File: src/verilog/alcg_pkg.sv
// Purpose: Shared constants of the automatic level control block
// Assumes: Levels are attenuation below full scale in 0.01 dB units
// Notes:   Gains are signed codes in 0.75 dB units
package alcg_pkg;
   // Register indices; the byte address is four times the index
   localparam logic [7:0] IDX_CFG = 8'h11;
   localparam logic [7:0] IDX_STS = 8'h12;
   localparam logic [7:0] IDX_GATE = 8'h18;
   localparam logic [7:0] IDX_IRQ_ST = 8'h19;
   localparam logic [7:0] IDX_IRQ_CLR = 8'h1a;
   localparam logic [7:0] IDX_IRQ_EN = 8'h1b;
   // Configuration register fields
   localparam int CFG_MON = 10;
   localparam int CFG_RANGE = 9;
   localparam int CFG_EN_L = 8;
   localparam int CFG_EN_R = 7;
   localparam int CFG_MAX_LSB = 4;
   localparam int CFG_LVL_LSB = 0;
   localparam logic [15:0] CFG_RESET = 16'h007b;
   localparam logic [15:0] CFG_WMASK = 16'h07ff;
   // Status and control register fields
   localparam int STS_LOCK = 15;
   localparam int STS_ABOVE = 14;
   localparam int STS_SAT = 13;
   localparam int STS_PK = 12;
   localparam int STS_GATE = 11;
   localparam int CTL_ZC = 7;
   localparam int CTL_MIN_LSB = 4;
   localparam int CTL_HOLD_LSB = 0;
   localparam logic [7:0] CTL_RESET = 8'h00;
   localparam logic [4:0] GATE_RESET = 5'h00;
   // Interrupt bits
   localparam int IRQ_LOCK = 0;
   localparam int IRQ_PK = 1;
   localparam int IRQ_SAT = 2;
   localparam int IRQ_GATE = 3;
   localparam int IRQ_W = 4;
   // Level figures, 0.01 dB attenuation
   localparam int LW = 14;
   localparam logic [LW-1:0] LVL_BOT_LO = 14'h0b22;
   localparam logic [LW-1:0] LVL_BOT_HI = 14'h08ca;
   localparam logic [LW-1:0] LVL_TOP_HI = 14'h0096;
   localparam logic [LW-1:0] LVL_STEP = 14'h0096;
   localparam logic [LW-1:0] LOCK_TOL = 14'h004b;
   localparam logic [LW-1:0] PK_ATTEN = 14'h0074;
   localparam logic [LW-1:0] GATE_BOT = 14'h1de2;
   // Gain figures, 0.75 dB units
   localparam int GW = 8;
   localparam logic signed [GW-1:0] MAX_BASE = -8'sd24;
   localparam logic signed [GW-1:0] MIN_BASE = -8'sd31;
   localparam logic signed [GW-1:0] GAIN_MOVE = 8'sd2;
   // Hold time base
   localparam int CLK_PERIOD_NS = 50;
   localparam int HOLD_BASE_NS = 2670000;
   localparam int HOLD_BASE_CYC = (HOLD_BASE_NS + CLK_PERIOD_NS - 1) / CLK_PERIOD_NS;
endpackage

File: src/verilog/alcg_chan.sv
// Purpose: One channel of the level controller
// Assumes: level_valid marks a fresh level measurement
// Notes:   Gain out is the controller gain only when enabled and active
`timescale 1ns/1ps
`default_nettype none
module alcg_chan
   import alcg_pkg::*;
(
   // Clock and reset
   input wire logic clk,
   input wire logic arst_n,
   // Settings
   input wire logic enable,
   input wire logic active,
   input wire logic zc_mode,
   input wire logic [LW-1:0] target,
   input wire logic signed [GW-1:0] max_gain,
   input wire logic signed [GW-1:0] min_gain,
   input wire logic [31:0] hold_cyc,
   input wire logic signed [GW-1:0] volume,
   // Signal events
   input wire logic level_valid,
   input wire logic [LW-1:0] level,
   input wire logic zero_cross,
   // Results
   output logic signed [GW-1:0] gain,
   output logic locked,
   output logic above,
   output logic saturated
);
   typedef struct packed {
      logic signed [GW-1:0] ctrl;
      logic signed [GW-1:0] pend;
      logic pend_vld;
      logic [31:0] hold;
      logic below;
      logic locked;
      logic above;
      logic sat;
      logic signed [GW-1:0] out;
   } alcg_chan_t;

   alcg_chan_t s_r, s_nxt;
   logic [LW:0] lv, tg;
   logic lock_now, louder, quieter;
   logic signed [GW:0] want;

   assign lv = {1'b0, level};
   assign tg = {1'b0, target};
   assign lock_now = (lv + {1'b0, LOCK_TOL} >= tg) && (lv <= tg + {1'b0, LOCK_TOL});
   assign louder = (lv + {1'b0, LOCK_TOL}) < tg;
   assign quieter = lv > (tg + {1'b0, LOCK_TOL});

   always_comb begin
      s_nxt = s_r;
      want = {s_r.ctrl[GW-1], s_r.ctrl};
      if (!enable) begin
         s_nxt = '0;
         s_nxt.ctrl = volume;
      end else begin
         if (s_r.below && s_r.hold < hold_cyc) begin
            s_nxt.hold = s_r.hold + 32'h1;
         end
         if (zc_mode && s_r.pend_vld && zero_cross) begin
            s_nxt.ctrl = s_r.pend;
            s_nxt.pend_vld = 1'b0;
         end
         if (!zc_mode) begin
            s_nxt.pend_vld = 1'b0;
         end
         if (level_valid) begin
            s_nxt.locked = lock_now;
            s_nxt.above = louder;
            s_nxt.below = quieter;
            s_nxt.sat = quieter && (s_r.ctrl >= max_gain);
            if (louder) begin
               want = {s_r.ctrl[GW-1], s_r.ctrl} - {GAIN_MOVE[GW-1], GAIN_MOVE};
               s_nxt.hold = '0;
            end else if (quieter) begin
               if (s_r.hold >= hold_cyc) begin
                  want = {s_r.ctrl[GW-1], s_r.ctrl} + {GAIN_MOVE[GW-1], GAIN_MOVE};
               end
            end else begin
               s_nxt.hold = '0;
            end
            // Concatenations are unsigned, so sign the limits before comparing
            if (want > $signed({max_gain[GW-1], max_gain})) begin
               want = {max_gain[GW-1], max_gain};
            end
            if (want < $signed({min_gain[GW-1], min_gain})) begin
               want = {min_gain[GW-1], min_gain};
            end
            if (want[GW-1:0] != s_r.ctrl) begin
               if (zc_mode) begin
                  s_nxt.pend = want[GW-1:0];
                  s_nxt.pend_vld = 1'b1;
               end else begin
                  s_nxt.ctrl = want[GW-1:0];
               end
            end
         end
      end
      s_nxt.out = (enable && active) ? s_nxt.ctrl : volume;
   end

   always_ff @(posedge clk or negedge arst_n) begin
      if (!arst_n) begin
         s_r <= '0;
      end else begin
         s_r <= s_nxt;
      end
   end

   assign gain = s_r.out;
   assign locked = s_r.locked;
   assign above = s_r.above;
   assign saturated = s_r.sat;
endmodule
`default_nettype wire

File: src/verilog/alcg_top.sv
// Purpose: Automatic level control registers, status and two channels
// Assumes: AHB-Lite slave, zero wait states, single word transfers
// Notes:   Level inputs are attenuation below full scale, 0.01 dB units
`timescale 1ns/1ps
`default_nettype none
module alcg_top
   import alcg_pkg::*;
#(
   parameter int HOLD_UNIT_CYC = HOLD_BASE_CYC
) (
   // Clock and reset
   input wire logic CLK,
   input wire logic ARST_N,
   // AHB-Lite slave
   input wire logic HSEL,
   input wire logic [31:0] HADDR,
   input wire logic [1:0] HTRANS,
   input wire logic HWRITE,
   input wire logic [2:0] HSIZE,
   input wire logic [31:0] HWDATA,
   input wire logic HREADY,
   output logic [31:0] HRDATA,
   output logic HREADYOUT,
   output logic HRESP,
   // Measured signal
   input wire logic LEVEL_VALID,
   input wire logic [alcg_pkg::LW-1:0] LEVEL_L,
   input wire logic [alcg_pkg::LW-1:0] LEVEL_R,
   input wire logic ZERO_CROSS_L,
   input wire logic ZERO_CROSS_R,
   // Manual volumes
   input wire logic signed [alcg_pkg::GW-1:0] LEFT_INPUT_VOLUME,
   input wire logic signed [alcg_pkg::GW-1:0] RIGHT_INPUT_VOLUME,
   // PGA gains and interrupt
   output logic signed [alcg_pkg::GW-1:0] GAIN_L,
   output logic signed [alcg_pkg::GW-1:0] GAIN_R,
   output logic IRQ
);
   import alcg_pkg::*;

   typedef struct packed {
      logic [15:0] cfg;
      logic [7:0] ctl;
      logic [4:0] gate;
      logic [IRQ_W-1:0] irq_st;
      logic [IRQ_W-1:0] irq_en;
      logic [IRQ_W-1:0] prev;
      logic pk;
      logic ng;
      logic wr_pend;
      logic [7:0] wr_idx;
      logic [31:0] rdata;
   } alcg_top_t;

   alcg_top_t s_r, s_nxt;

   // Decoded settings
   logic en_l, en_r, any_en, mon, range_hi, zc;
   logic [3:0] lvl_code, hold_code;
   logic [2:0] max_code, min_code;
   logic [LW-1:0] tgt_raw, target, gate_lvl;
   logic signed [GW-1:0] max_gain, min_gain;
   logic [31:0] hold_cyc;
   // Channel results
   logic lock_l, lock_r, above_l, above_r, sat_l, sat_r;
   logic f_lock, f_above, f_sat;
   logic [IRQ_W-1:0] cur, events;
   // Bus phase decode
   logic addr_ok, mapped;
   logic [7:0] idx;

   assign en_l = s_r.cfg[CFG_EN_L];
   assign en_r = s_r.cfg[CFG_EN_R];
   assign any_en = en_l || en_r;
   assign mon = s_r.cfg[CFG_MON];
   assign range_hi = s_r.cfg[CFG_RANGE];
   assign lvl_code = s_r.cfg[CFG_LVL_LSB +: 4];
   assign max_code = s_r.cfg[CFG_MAX_LSB +: 3];
   assign zc = s_r.ctl[CTL_ZC];
   assign min_code = s_r.ctl[CTL_MIN_LSB +: 3];
   assign hold_code = s_r.ctl[CTL_HOLD_LSB +: 4];

   // Target attenuation from range and code
   assign tgt_raw = (range_hi ? LVL_BOT_HI : LVL_BOT_LO) - {10'h000, lvl_code} * LVL_STEP;
   assign target = (range_hi && tgt_raw < LVL_TOP_HI) ? LVL_TOP_HI : tgt_raw;

   // Gain limits, 6 dB per code is eight 0.75 dB units
   assign max_gain = MAX_BASE + $signed({2'b00, max_code, 3'b000});
   assign min_gain = MIN_BASE + $signed({2'b00, min_code, 3'b000});

   // Hold doubles per code from the base unit; code zero holds not at all
   assign hold_cyc = (hold_code == 4'h0) ? 32'h0
      : (32'(HOLD_UNIT_CYC) << (hold_code - 4'h1));

   assign gate_lvl = GATE_BOT - {9'h000, s_r.gate} * LVL_STEP;

   alcg_chan u_left (
      .clk(CLK),
      .arst_n(ARST_N),
      .enable(en_l),
      .active(!mon),
      .zc_mode(zc),
      .target(target),
      .max_gain(max_gain),
      .min_gain(min_gain),
      .hold_cyc(hold_cyc),
      .volume(LEFT_INPUT_VOLUME),
      .level_valid(LEVEL_VALID),
      .level(LEVEL_L),
      .zero_cross(ZERO_CROSS_L),
      .gain(GAIN_L),
      .locked(lock_l),
      .above(above_l),
      .saturated(sat_l)
   );

   alcg_chan u_right (
      .clk(CLK),
      .arst_n(ARST_N),
      .enable(en_r),
      .active(!mon),
      .zc_mode(zc),
      .target(target),
      .max_gain(max_gain),
      .min_gain(min_gain),
      .hold_cyc(hold_cyc),
      .volume(RIGHT_INPUT_VOLUME),
      .level_valid(LEVEL_VALID),
      .level(LEVEL_R),
      .zero_cross(ZERO_CROSS_R),
      .gain(GAIN_R),
      .locked(lock_r),
      .above(above_r),
      .saturated(sat_r)
   );

   // Locked only when every enabled channel is locked
   assign f_lock = any_en && (!en_l || lock_l) && (!en_r || lock_r);
   assign f_above = !f_lock && ((en_l && above_l) || (en_r && above_r));
   assign f_sat = (en_l && sat_l) || (en_r && sat_r);

   assign cur[IRQ_LOCK] = f_lock;
   assign cur[IRQ_PK] = s_r.pk;
   assign cur[IRQ_SAT] = f_sat;
   assign cur[IRQ_GATE] = s_r.ng;
   assign events = cur & ~s_r.prev;

   assign addr_ok = HSEL && HTRANS[1] && HREADY;
   assign idx = HADDR[9:2];
   assign mapped = (HADDR[31:10] == 22'h0) && (HADDR[1:0] == 2'b00);

   function automatic logic [31:0] read_word(input logic [7:0] i, input alcg_top_t st,
                                             input logic [IRQ_W-1:0] c);
      logic [31:0] w;
      w = 32'h0;
      unique case (i)
         IDX_CFG: w[15:0] = st.cfg;
         IDX_STS: begin
            w[STS_LOCK] = c[IRQ_LOCK];
            w[STS_ABOVE] = f_above;
            w[STS_SAT] = c[IRQ_SAT];
            w[STS_PK] = c[IRQ_PK];
            w[STS_GATE] = c[IRQ_GATE];
            w[7:0] = st.ctl;
         end
         IDX_GATE: w[4:0] = st.gate;
         IDX_IRQ_ST: w[IRQ_W-1:0] = st.irq_st;
         IDX_IRQ_EN: w[IRQ_W-1:0] = st.irq_en;
         default: w = 32'h0;
      endcase
      return w;
   endfunction

   always_comb begin
      s_nxt = s_r;
      s_nxt.prev = cur;
      // Peak and gate are judged on each fresh level
      if (!any_en) begin
         s_nxt.pk = 1'b0;
         s_nxt.ng = 1'b0;
      end else if (LEVEL_VALID) begin
         s_nxt.pk = (en_l && LEVEL_L < PK_ATTEN) || (en_r && LEVEL_R < PK_ATTEN);
         s_nxt.ng = (en_l && LEVEL_L > gate_lvl) || (en_r && LEVEL_R > gate_lvl);
      end
      // Data phase of a write
      s_nxt.wr_pend = 1'b0;
      if (s_r.wr_pend) begin
         unique case (s_r.wr_idx)
            IDX_CFG: s_nxt.cfg = HWDATA[15:0] & CFG_WMASK;
            IDX_STS: s_nxt.ctl = HWDATA[7:0];
            IDX_GATE: s_nxt.gate = HWDATA[4:0];
            IDX_IRQ_CLR: s_nxt.irq_st = s_r.irq_st & ~HWDATA[IRQ_W-1:0];
            IDX_IRQ_EN: s_nxt.irq_en = HWDATA[IRQ_W-1:0];
            default: s_nxt.wr_pend = 1'b0;
         endcase
      end
      // A new event outlives a clear in the same cycle
      s_nxt.irq_st = s_nxt.irq_st | events;
      // Address phase
      if (addr_ok) begin
         s_nxt.wr_pend = HWRITE && mapped;
         s_nxt.wr_idx = idx;
         s_nxt.rdata = (!HWRITE && mapped) ? read_word(idx, s_r, cur) : 32'h0;
      end
   end

   always_ff @(posedge CLK or negedge ARST_N) begin
      if (!ARST_N) begin
         s_r <= '0;
         s_r.cfg <= CFG_RESET;
         s_r.ctl <= CTL_RESET;
         s_r.gate <= GATE_RESET;
      end else begin
         s_r <= s_nxt;
      end
   end

   assign HRDATA = s_r.rdata;
   assign HREADYOUT = 1'b1;
   assign HRESP = 1'b0;
   assign IRQ = |(s_r.irq_st & s_r.irq_en);
endmodule
`default_nettype wire

File: config.mk
export PLATFORM = sky130hd
export DESIGN_NAME = alcg_top
export DESIGN_NICKNAME = d
export VERILOG_FILES = /design/src/verilog/alcg_pkg.sv /design/src/verilog/alcg_chan.sv /design/src/verilog/alcg_top.sv
export SDC_FILE = /design/constraint.sdc
export NUM_CORES = 1
export LEC_CHECK = 0
export BUFFER_PORTS_ARGS = -buffer_cell sky130_fd_sc_hd__buf_4
export CAP_MARGIN = 10
export CORE_MARGIN = 8
export CORE_UTILIZATION = 60
export CTS_CLUSTER_SIZE = 14
export DETAILED_ROUTE_END_ITERATION = 16
export GPL_ROUTABILITY_DRIVEN = 0
export PLACE_DENSITY_LB_ADDON = 0.25
export SYNTH_ARGS = -nofsm -noshare
export SYNTH_HDL_FRONTEND = slang
export SYNTH_SLANG_ARGS = --single-unit
export TNS_END_PERCENT = 5
File: constraint.sdc
create_clock -name CLK -period 14.4 [get_ports CLK]
set_clock_uncertainty 0.15 [all_clocks]
set_input_delay 2.88 -clock CLK [delete_from_list [all_inputs] [get_ports CLK]]
set_output_delay 2.88 -clock CLK [all_outputs]
set_load 0.01 [all_outputs]
# Word-level counts from Yosys, hierarchy flattened
# Index checks and enable logic that the tools add are counted.
[word_totals]
inputBits = 121
n_memories = 0
rom_bits = 0
word_cells = 206
ff_bits = 201
out_inout_bits = 51
latch_bits = 0
mem_bits_rw = 0
[op_classes]
multipliers = 2
n_div = 0
mux = 61
shift = 1
n_bitwise = 6
reduce_logical = 51
n_eq_ne = 19
addsub = 14
n_lt_le_gt_ge = 23
[ops]
columns = ["op", "count"]
rows = [
  ["$mux W32", 7],
  ["$mux W53", 4],
  ["$mux W9", 18],
  ["$mux W8", 13],
  ["$eq A8 B5 Y1 const B", 10],
  ["$add A32 B1 Y32 const B", 2],
  ["$ge A32 B32 Y1", 2],
  ["$lt A32 B32 Y1", 2],
  ["$add A14 B7 Y15 const B", 3],
  ["$mux W41", 1],
  ["$mux W17", 2],
  ["$shl A16 B4 Y32 const A", 1],
  ["$ge A15 B14 Y1", 2],
  ["$gt A14 B15 Y1", 2],
  ["$le A14 B15 Y1", 2],
  ["$lt A15 B14 Y1", 2],
  ["$logic_and A1 B1 Y1", 29],
  ["$gt A14 B14 Y1", 2],
  ["$lt A14 B7 Y1 const B", 2],
  ["$logic_not A22 Y1", 1],
  ["$pmux W4 S5", 1],
  ["$add A8 B3 Y9 const B", 2],
  ["$gt A9 B8 Y1", 2],
  ["$lt A9 B8 Y1", 2],
  ["other kinds (32)", 63],
]

# Depth between registers and ports, before layout
[depth]
ltp_word = 24
ltp_mapped = 62
mapped_depth_nobuf = 58

# Cells and area by module
# A second synthesis with hierarchy kept.
[hier_totals]
cells_unflattened = 2235
area_unflattened_um2 = 18753.0
[by_module_without_submodules]
columns = ["mod", "instances", "seq_area_each_um2", "cells_per_inst", "area_per_inst_um2"]
rows = [
  ["alcg_chan (u_left)", 1, 1526.5, 810, 6515.0],
  ["alcg_chan (u_right)", 1, 1526.5, 790, 6475.0],
  ["alcg_top", 1, 1584.0, 635, 5763.0],
]

# Least setup slack after synthesis
# Ideal clock, no wire load.
[synth_timing]
path_kind = "register -> register"
start = "register s_r, in the netlist lvl_code[2]"
end = "register u_left.s_r, in the netlist u_left.gain[2]"
path_buffers = 1
path_slack_ns = 2.250
arrival_ns = 11.875
period_less_slack_ns = 12.150
stages_incl_launch_ff = 58
path_cell_list = "dfrtp_1 -> ha_1 -> inv_1 -> fa_1 -> inv_1 -> ha_1 -> a21o_1 -> a21oi_1 -> nor2b_1 -> o21a_1 -> nor2_1 -> xor2_1 -> ha_1 -> nor4b_1 -> a22o_1 -> or2_1 -> buf_2 -> clkinv_2 -> [22 not listed] -> nor2_1 -> nand2_1 -> nor4_1 -> or2_1 -> nor2_4 -> inv_1 -> mux2_2 -> ha_1 -> nand4_1 -> or4_1 -> a21o_1 -> o32a_4 -> a211oi_2 -> xnor2_1 -> o2111ai_4 -> o311ai_4 -> mux2_4 -> mux2_4"
[synth_lines]
columns = ["item", "line_no", "text"]
rows = [
  ["start, declared", "alcg_top.sv:55", "alcg_top_t s_r, s_nxt;"],
  ["start signal, assigned", "alcg_top.sv:214", "s_r <= s_nxt;"],
  ["end signal, assigned", "alcg_chan.sv:110", "s_r <= s_nxt;"],
  ["end, declared", "alcg_chan.sv:43", "alcg_chan_t s_r, s_nxt;"],
]

# Worst setup path in the final report
[layout_timing]
start = "register s_r, in the netlist lvl_code[2]"
end = "register u_right.s_r[49] (netlist bit)"
[layout_via]
elab_chain_cells = 23
[layout_lines]
columns = ["item", "line_no", "text"]
rows = [
  ["$mul A4 B7 Y11 *", "alcg_top.sv:84", "assign tgt_raw = (range_hi ? LVL_BOT_HI : LVL_BOT_LO) - {10'h000, lvl_code} * LVL_STEP;"],
  ["$sub A12 B12 Y13 *", "alcg_top.sv:84", ""],
  ["$lt A14 B8 Y1", "alcg_top.sv:85", "assign target = (range_hi && tgt_raw < LVL_TOP_HI) ? LVL_TOP_HI : tgt_raw;"],
  ["$logic_and A1 B1 Y1", "alcg_top.sv:85", ""],
  ["$mux W14 *", "alcg_top.sv:85", ""],
  ["$add A14 B7 Y15", "alcg_chan.sv:52", "assign quieter = lv > (tg + {1'b0, LOCK_TOL});"],
  ["$gt A14 B15 Y1", "alcg_chan.sv:52", ""],
  ["$mux W9", "alcg_chan.sv:79", "end else if (quieter) begin"],
  ["[4 not listed]", "--", ""],
  ["$mux W9 *", "alcg_chan.sv:87", "if (want > $signed({max_gain[GW-1], max_gain})) begin"],
  ["$mux W9 *", "alcg_chan.sv:71", "if (level_valid) begin"],
  ["$mux W9 *", "alcg_chan.sv:57", "if (!enable) begin"],
  ["$lt A9 B8 Y1", "alcg_chan.sv:90", "if (want < $signed({min_gain[GW-1], min_gain})) begin"],
  ["$mux W8 *", "alcg_chan.sv:90", ""],
  ["$mux W8 *", "alcg_chan.sv:71", ""],
  ["$mux W8 *", "alcg_chan.sv:57", ""],
  ["branches (longest 4 deep; another with $ne A8 B8 Y1)", "--", ""],
  ["end signal, assigned", "alcg_chan.sv:110", ""],
  ["end, declared", "alcg_chan.sv:43", ""],
]
# Mark *: on every way between the ends. The select of a mux whose other input is x is not followed.
# A chain may end at the register's enable or synchronous reset.

==> impl_metrics.json <==
{
  "place_ws_ns": 0.433,
  "max_cap_violations": 0,
  "cp.required_ns": 14.58,
  "hold_class": "reg -> reg",
  "avgRoutedWirePerCell_um": 19.1,
  "hold_viol_final": 0,
  "yosysWarnings": 0,
  "gr-total-overflow": 0,
  "clkPwrFrac_pct": 21.9,
  "synthArstFlopShare_pct": 100,
  "ys_seq_elements": 185,
  "clkLatencyLatePin_ns": 0.46,
  "period_share_pct": 94.8,
  "path_clk_slew_ns": 0.07,
  "cts_tree": "built",
  "crit_path_frequent_cell": "ha_1",
  "antenna_found_initial": 0,
  "dieHeight_um": 185,
  "place_inst": 2391,
  "drt-total-wl_um": 46500,
  "grt_pass1_vias": 15184,
  "register_area_um2": 4640,
  "yosys.area_share.adder_pct": 16.9,
  "num-nets-final": 2387,
  "outcome": "finished clean",
  "cp-end-kind": "register",
  "synth_compound_area_share_pct": 17.5,
  "cellPowerDensity_nw_per_um2": 114,
  "synth_area_leader_cell": "dfrtp_1",
  "max_slew_margin_pct": 23.4,
  "crit_fanout": 12,
  "p_leak_nw": 8.71,
  "cts_max_level": 4,
  "arrival_ns": 13.83,
  "grt_max_degree": 136,
  "grt.total_usage_pct": 27.3,
  "synth_cell_types": 111,
  "cts_root_buf": "clkbuf_16",
  "worstSetupPathType": "reg -> reg",
  "final.setup.tns_ns": 0,
  "swShare_pct": 40.7,
  "slew_violations": 0,
  "fp.coreArea_um2": 27900,
  "synth_cells": 1960,
  "timing.fmax_mhz": 73.3,
  "clock-sinks": 185,
  "synthXorXnorAreaFrac_pct": 7.38,
  "yosys-top-cells-area": "dfrtp_1 (26%), ha_1 (16%), nand2_1 (4.4%)",
  "start_util_pct": 61.2,
  "drt-pass1-iter-count": 5,
  "multi_input_area_um2": 11500,
  "io_pins": 172,
  "vdd_drop_max_mv": 0.119,
  "slowest_delay_ns": 0.58,
  "seqPwrFrac_pct": 32.6,
  "rows": 61,
  "avgSynthCellArea_um2": 8.69,
  "syn_area_um2": 17000,
  "die-area_um2": 34000,
  "drc": 0,
  "ant_nets": 0,
  "tightest_slew_ns": 1.14,
  "final-setup-viol-count": 0,
  "post-route-min-period_ns": 13.65,
  "synth_top_family_by_area": "simple AND/OR/NAND/NOR gates",
  "internal-power_mw": 1.27,
  "pwr-share-comb_pct": 45.6,
  "synth_top_area_share_pct": 26.3,
  "drtIter0Drc": 1213,
  "start_kind": "register",
  "p_sw_mw": 0.870,
  "io_buffers": 128,
  "synth_ff_type": "dfrtp_1",
  "synth_edf_count": 0,
  "die_w_um": 185,
  "drive_gt1_share_pct": 13.7,
  "timing.final.ws_setup_ns": 0.753,
  "grt_pass1_wl_um": 75800,
  "crit_slowest_cell": "or4_1",
  "finalHoldWorstSlack_ns": 0.260,
  "synth-simple-area-share_pct": 19.9,
  "drt-vias-per-instance": 6.21,
  "num_vias": 15087,
  "area_growth_pct": 9.86,
  "fill_cells": 2308,
  "muxShareOfSynthArea_pct": 5.32,
  "clock_path_buffers": 2,
  "fin_cells": 2430,
  "cts_made_buffers": 17,
  "yosysSeqAreaShare_pct": 27.2,
  "antenna_cells": 0,
  "dp_hpwl_um": 35900
}
-- repair_timing --
item                       4_1_cts  5_1_grt
resized for setup                0        8
buffers inserted                 0        6
setup endpoints to repair        0       49
hold buffers                     0        0
-- metrics by stage --
step / utilization (%) / total power, mW / area (um2)
2_1_floorplan: - / 1.43 / 17100
3_3_place_gp: 64.8 / 1.61 / 18000
3_5_place_dp: 64.8 / 1.64 / 18000
4_1_cts: 66.9 / 2.12 / 18600
5_1_grt: 67.2 / 2.27 / 18700
6_report: 67.2 / 2.14 / 18700
-- cells by family (layout without fill, tap and decap cells) --
family | after synthesis | count (layout)
AOI/OAI and AO/OA | 430 | 430
muxes | 83 | 83
and+or+nand+nor | 694 | 694
buffers and inverters | 201 | 275
DFF | 185 | 185
adders and majority gates | 227 | 227
other | 2 | 20
xor gates and xnor gates | 138 | 138
-- area by class of cell --
| cell class | instances | area share, % |
|---|---|---|
| Tap cell | 378 | 2.53 |
| Timing Repair Buffer | 149 | 6.05 |
| Inverter | 94 | 1.89 |
| Clock buffer | 17 | 2.27 |
| Multi-Input combinational cell | 1592 | 61.6 |
| Sequential cell | 185 | 24.8 |
| Clock inverter | 15 | 0.862 |
-- cells in the mapped netlist (21+ instances only) --
| library cell | number |
|---|---|
| mux2_2 | 37 |
| a21o_1 | 23 |
| buf_4 | 52 |
| o21a_1 | 29 |
| and3_1 | 21 |
| o21ai_0 | 107 |
| nand2_1 | 200 |
| mux2i_1 | 40 |
| inv_1 | 88 |
| nand3_1 | 56 |
| nor2_1 | 178 |
| a21oi_1 | 82 |
| nor3_1 | 40 |
| a31oi_1 | 21 |
| nand2b_1 | 24 |
| nand4_1 | 44 |
| nor2b_1 | 26 |
| ha_1 | 222 |
| dfrtp_1 | 179 |
| xor2_1 | 71 |
| xnor2_1 | 63 |
| clkbuf_1 | 42 |
-- power by group through the flow --
| stage | sequential (mW) | combinational, mW | clock [mW] |
|---|---|---|---|
| 6_report | 0.696 | 0.974 | 0.467 |
| 3_3_place_gp | 0.696 | 0.911 | 0 |
| 4_1_cts | 0.692 | 0.957 | 0.473 |
| 2_1_floorplan | 0.653 | 0.777 | 0 |
| 3_5_place_dp | 0.700 | 0.945 | 0 |
| 5_1_grt | 0.706 | 1.07 | 0.494 |
-- path summary, 6_finish.rpt --
kind | from | to | slack (ns) | cells past startpoint
min | cur[3]$_DFFE_PN0P_ | s_r[46]$_DFF_PN0_ | 0.26 | 0
min reg2reg | cur[3]$_DFFE_PN0P_ | s_r[46]$_DFF_PN0_ | 0.26 | 0
max in group asynchronous | ARST_N | u_right.s_r[57]$_DFF_PN0_ | 10.38 | 2
min in group asynchronous | ARST_N | HRDATA[1]$_DFFE_PN0P_ | 2.46 | 1
max | lvl_code[2]$_DFFE_PN0P_ | u_right.s_r[49]$_DFFE_PN0P_ | 0.75 | 58
max reg2reg | lvl_code[2]$_DFFE_PN0P_ | u_right.s_r[49]$_DFFE_PN0P_ | 0.75 | 58
-- flip-flops by register name (all words and copies together) (netlist names), 2 cells and up --
signal        count
hold_code         4
lvl_code          4
max_code          3
u_right.gain      8
cur               2
u_left.gain       8
u_right.s_r      50
s_r              27
u_left.s_r       50
HRDATA           16
min_code          3
-- worst max-delay path, delay by kind of cell, from the launching register on --
family | cells | cell delay [ns]
fa+ha+maj | 8 | 2.56
xor+xnor | 3 | 0.45
flops | 1 | 0.54
mux | 2 | 0.75
compound gates | 16 | 3.61
simple gates | 25 | 5.12
buf+inv | 4 | 0.36
-- layer usage --
metal | part of all wire (%) | routed length (um) | vias to the layer above | track usage [%]
met5 | 0 | 0 | - | 0
met4 | 2.8 | 1310 | 0 | 9.94
met3 | 7.9 | 3670 | 110 | 5.65
met2 | 46 | 21600 | 580 | 44.8
met1 | 43 | 20000 | 7211 | 35.2
li1 | - | - | 7186 | -
-- cell usage in the layout (no fill, tap or decap), types with 7 or more instances in the layout --
cell,netlist,final
a211oi_1,15,15
a21o_1,23,23
a21oi_1,82,82
a221oi_1,7,7
a22o_1,8,8
a22oi_1,8,8
a31oi_1,21,21
and2_1,11,11
and3_1,21,21
and4_1,8,8
buf_4,52,147
clkbuf_16,0,17
conb_1,2,20
dfrtp_1,179,179
ha_1,222,222
inv_1,88,88
mux2_2,37,37
mux2i_1,40,40
nand2_1,200,199
nand2b_1,24,24
nand3_1,56,56
nand3b_1,8,8
nand4_1,44,44
nor2_1,178,178
nor2b_1,26,26
nor3_1,40,40
nor4_1,19,19
o2111ai_1,10,10
o211ai_1,18,18
o21a_1,29,29
o21ai_0,107,107
o21ai_1,11,10
o22ai_1,10,10
or3_1,16,16
xnor2_1,63,63
xor2_1,71,71
Note: power is estimated with default switching activity, not from simulation.
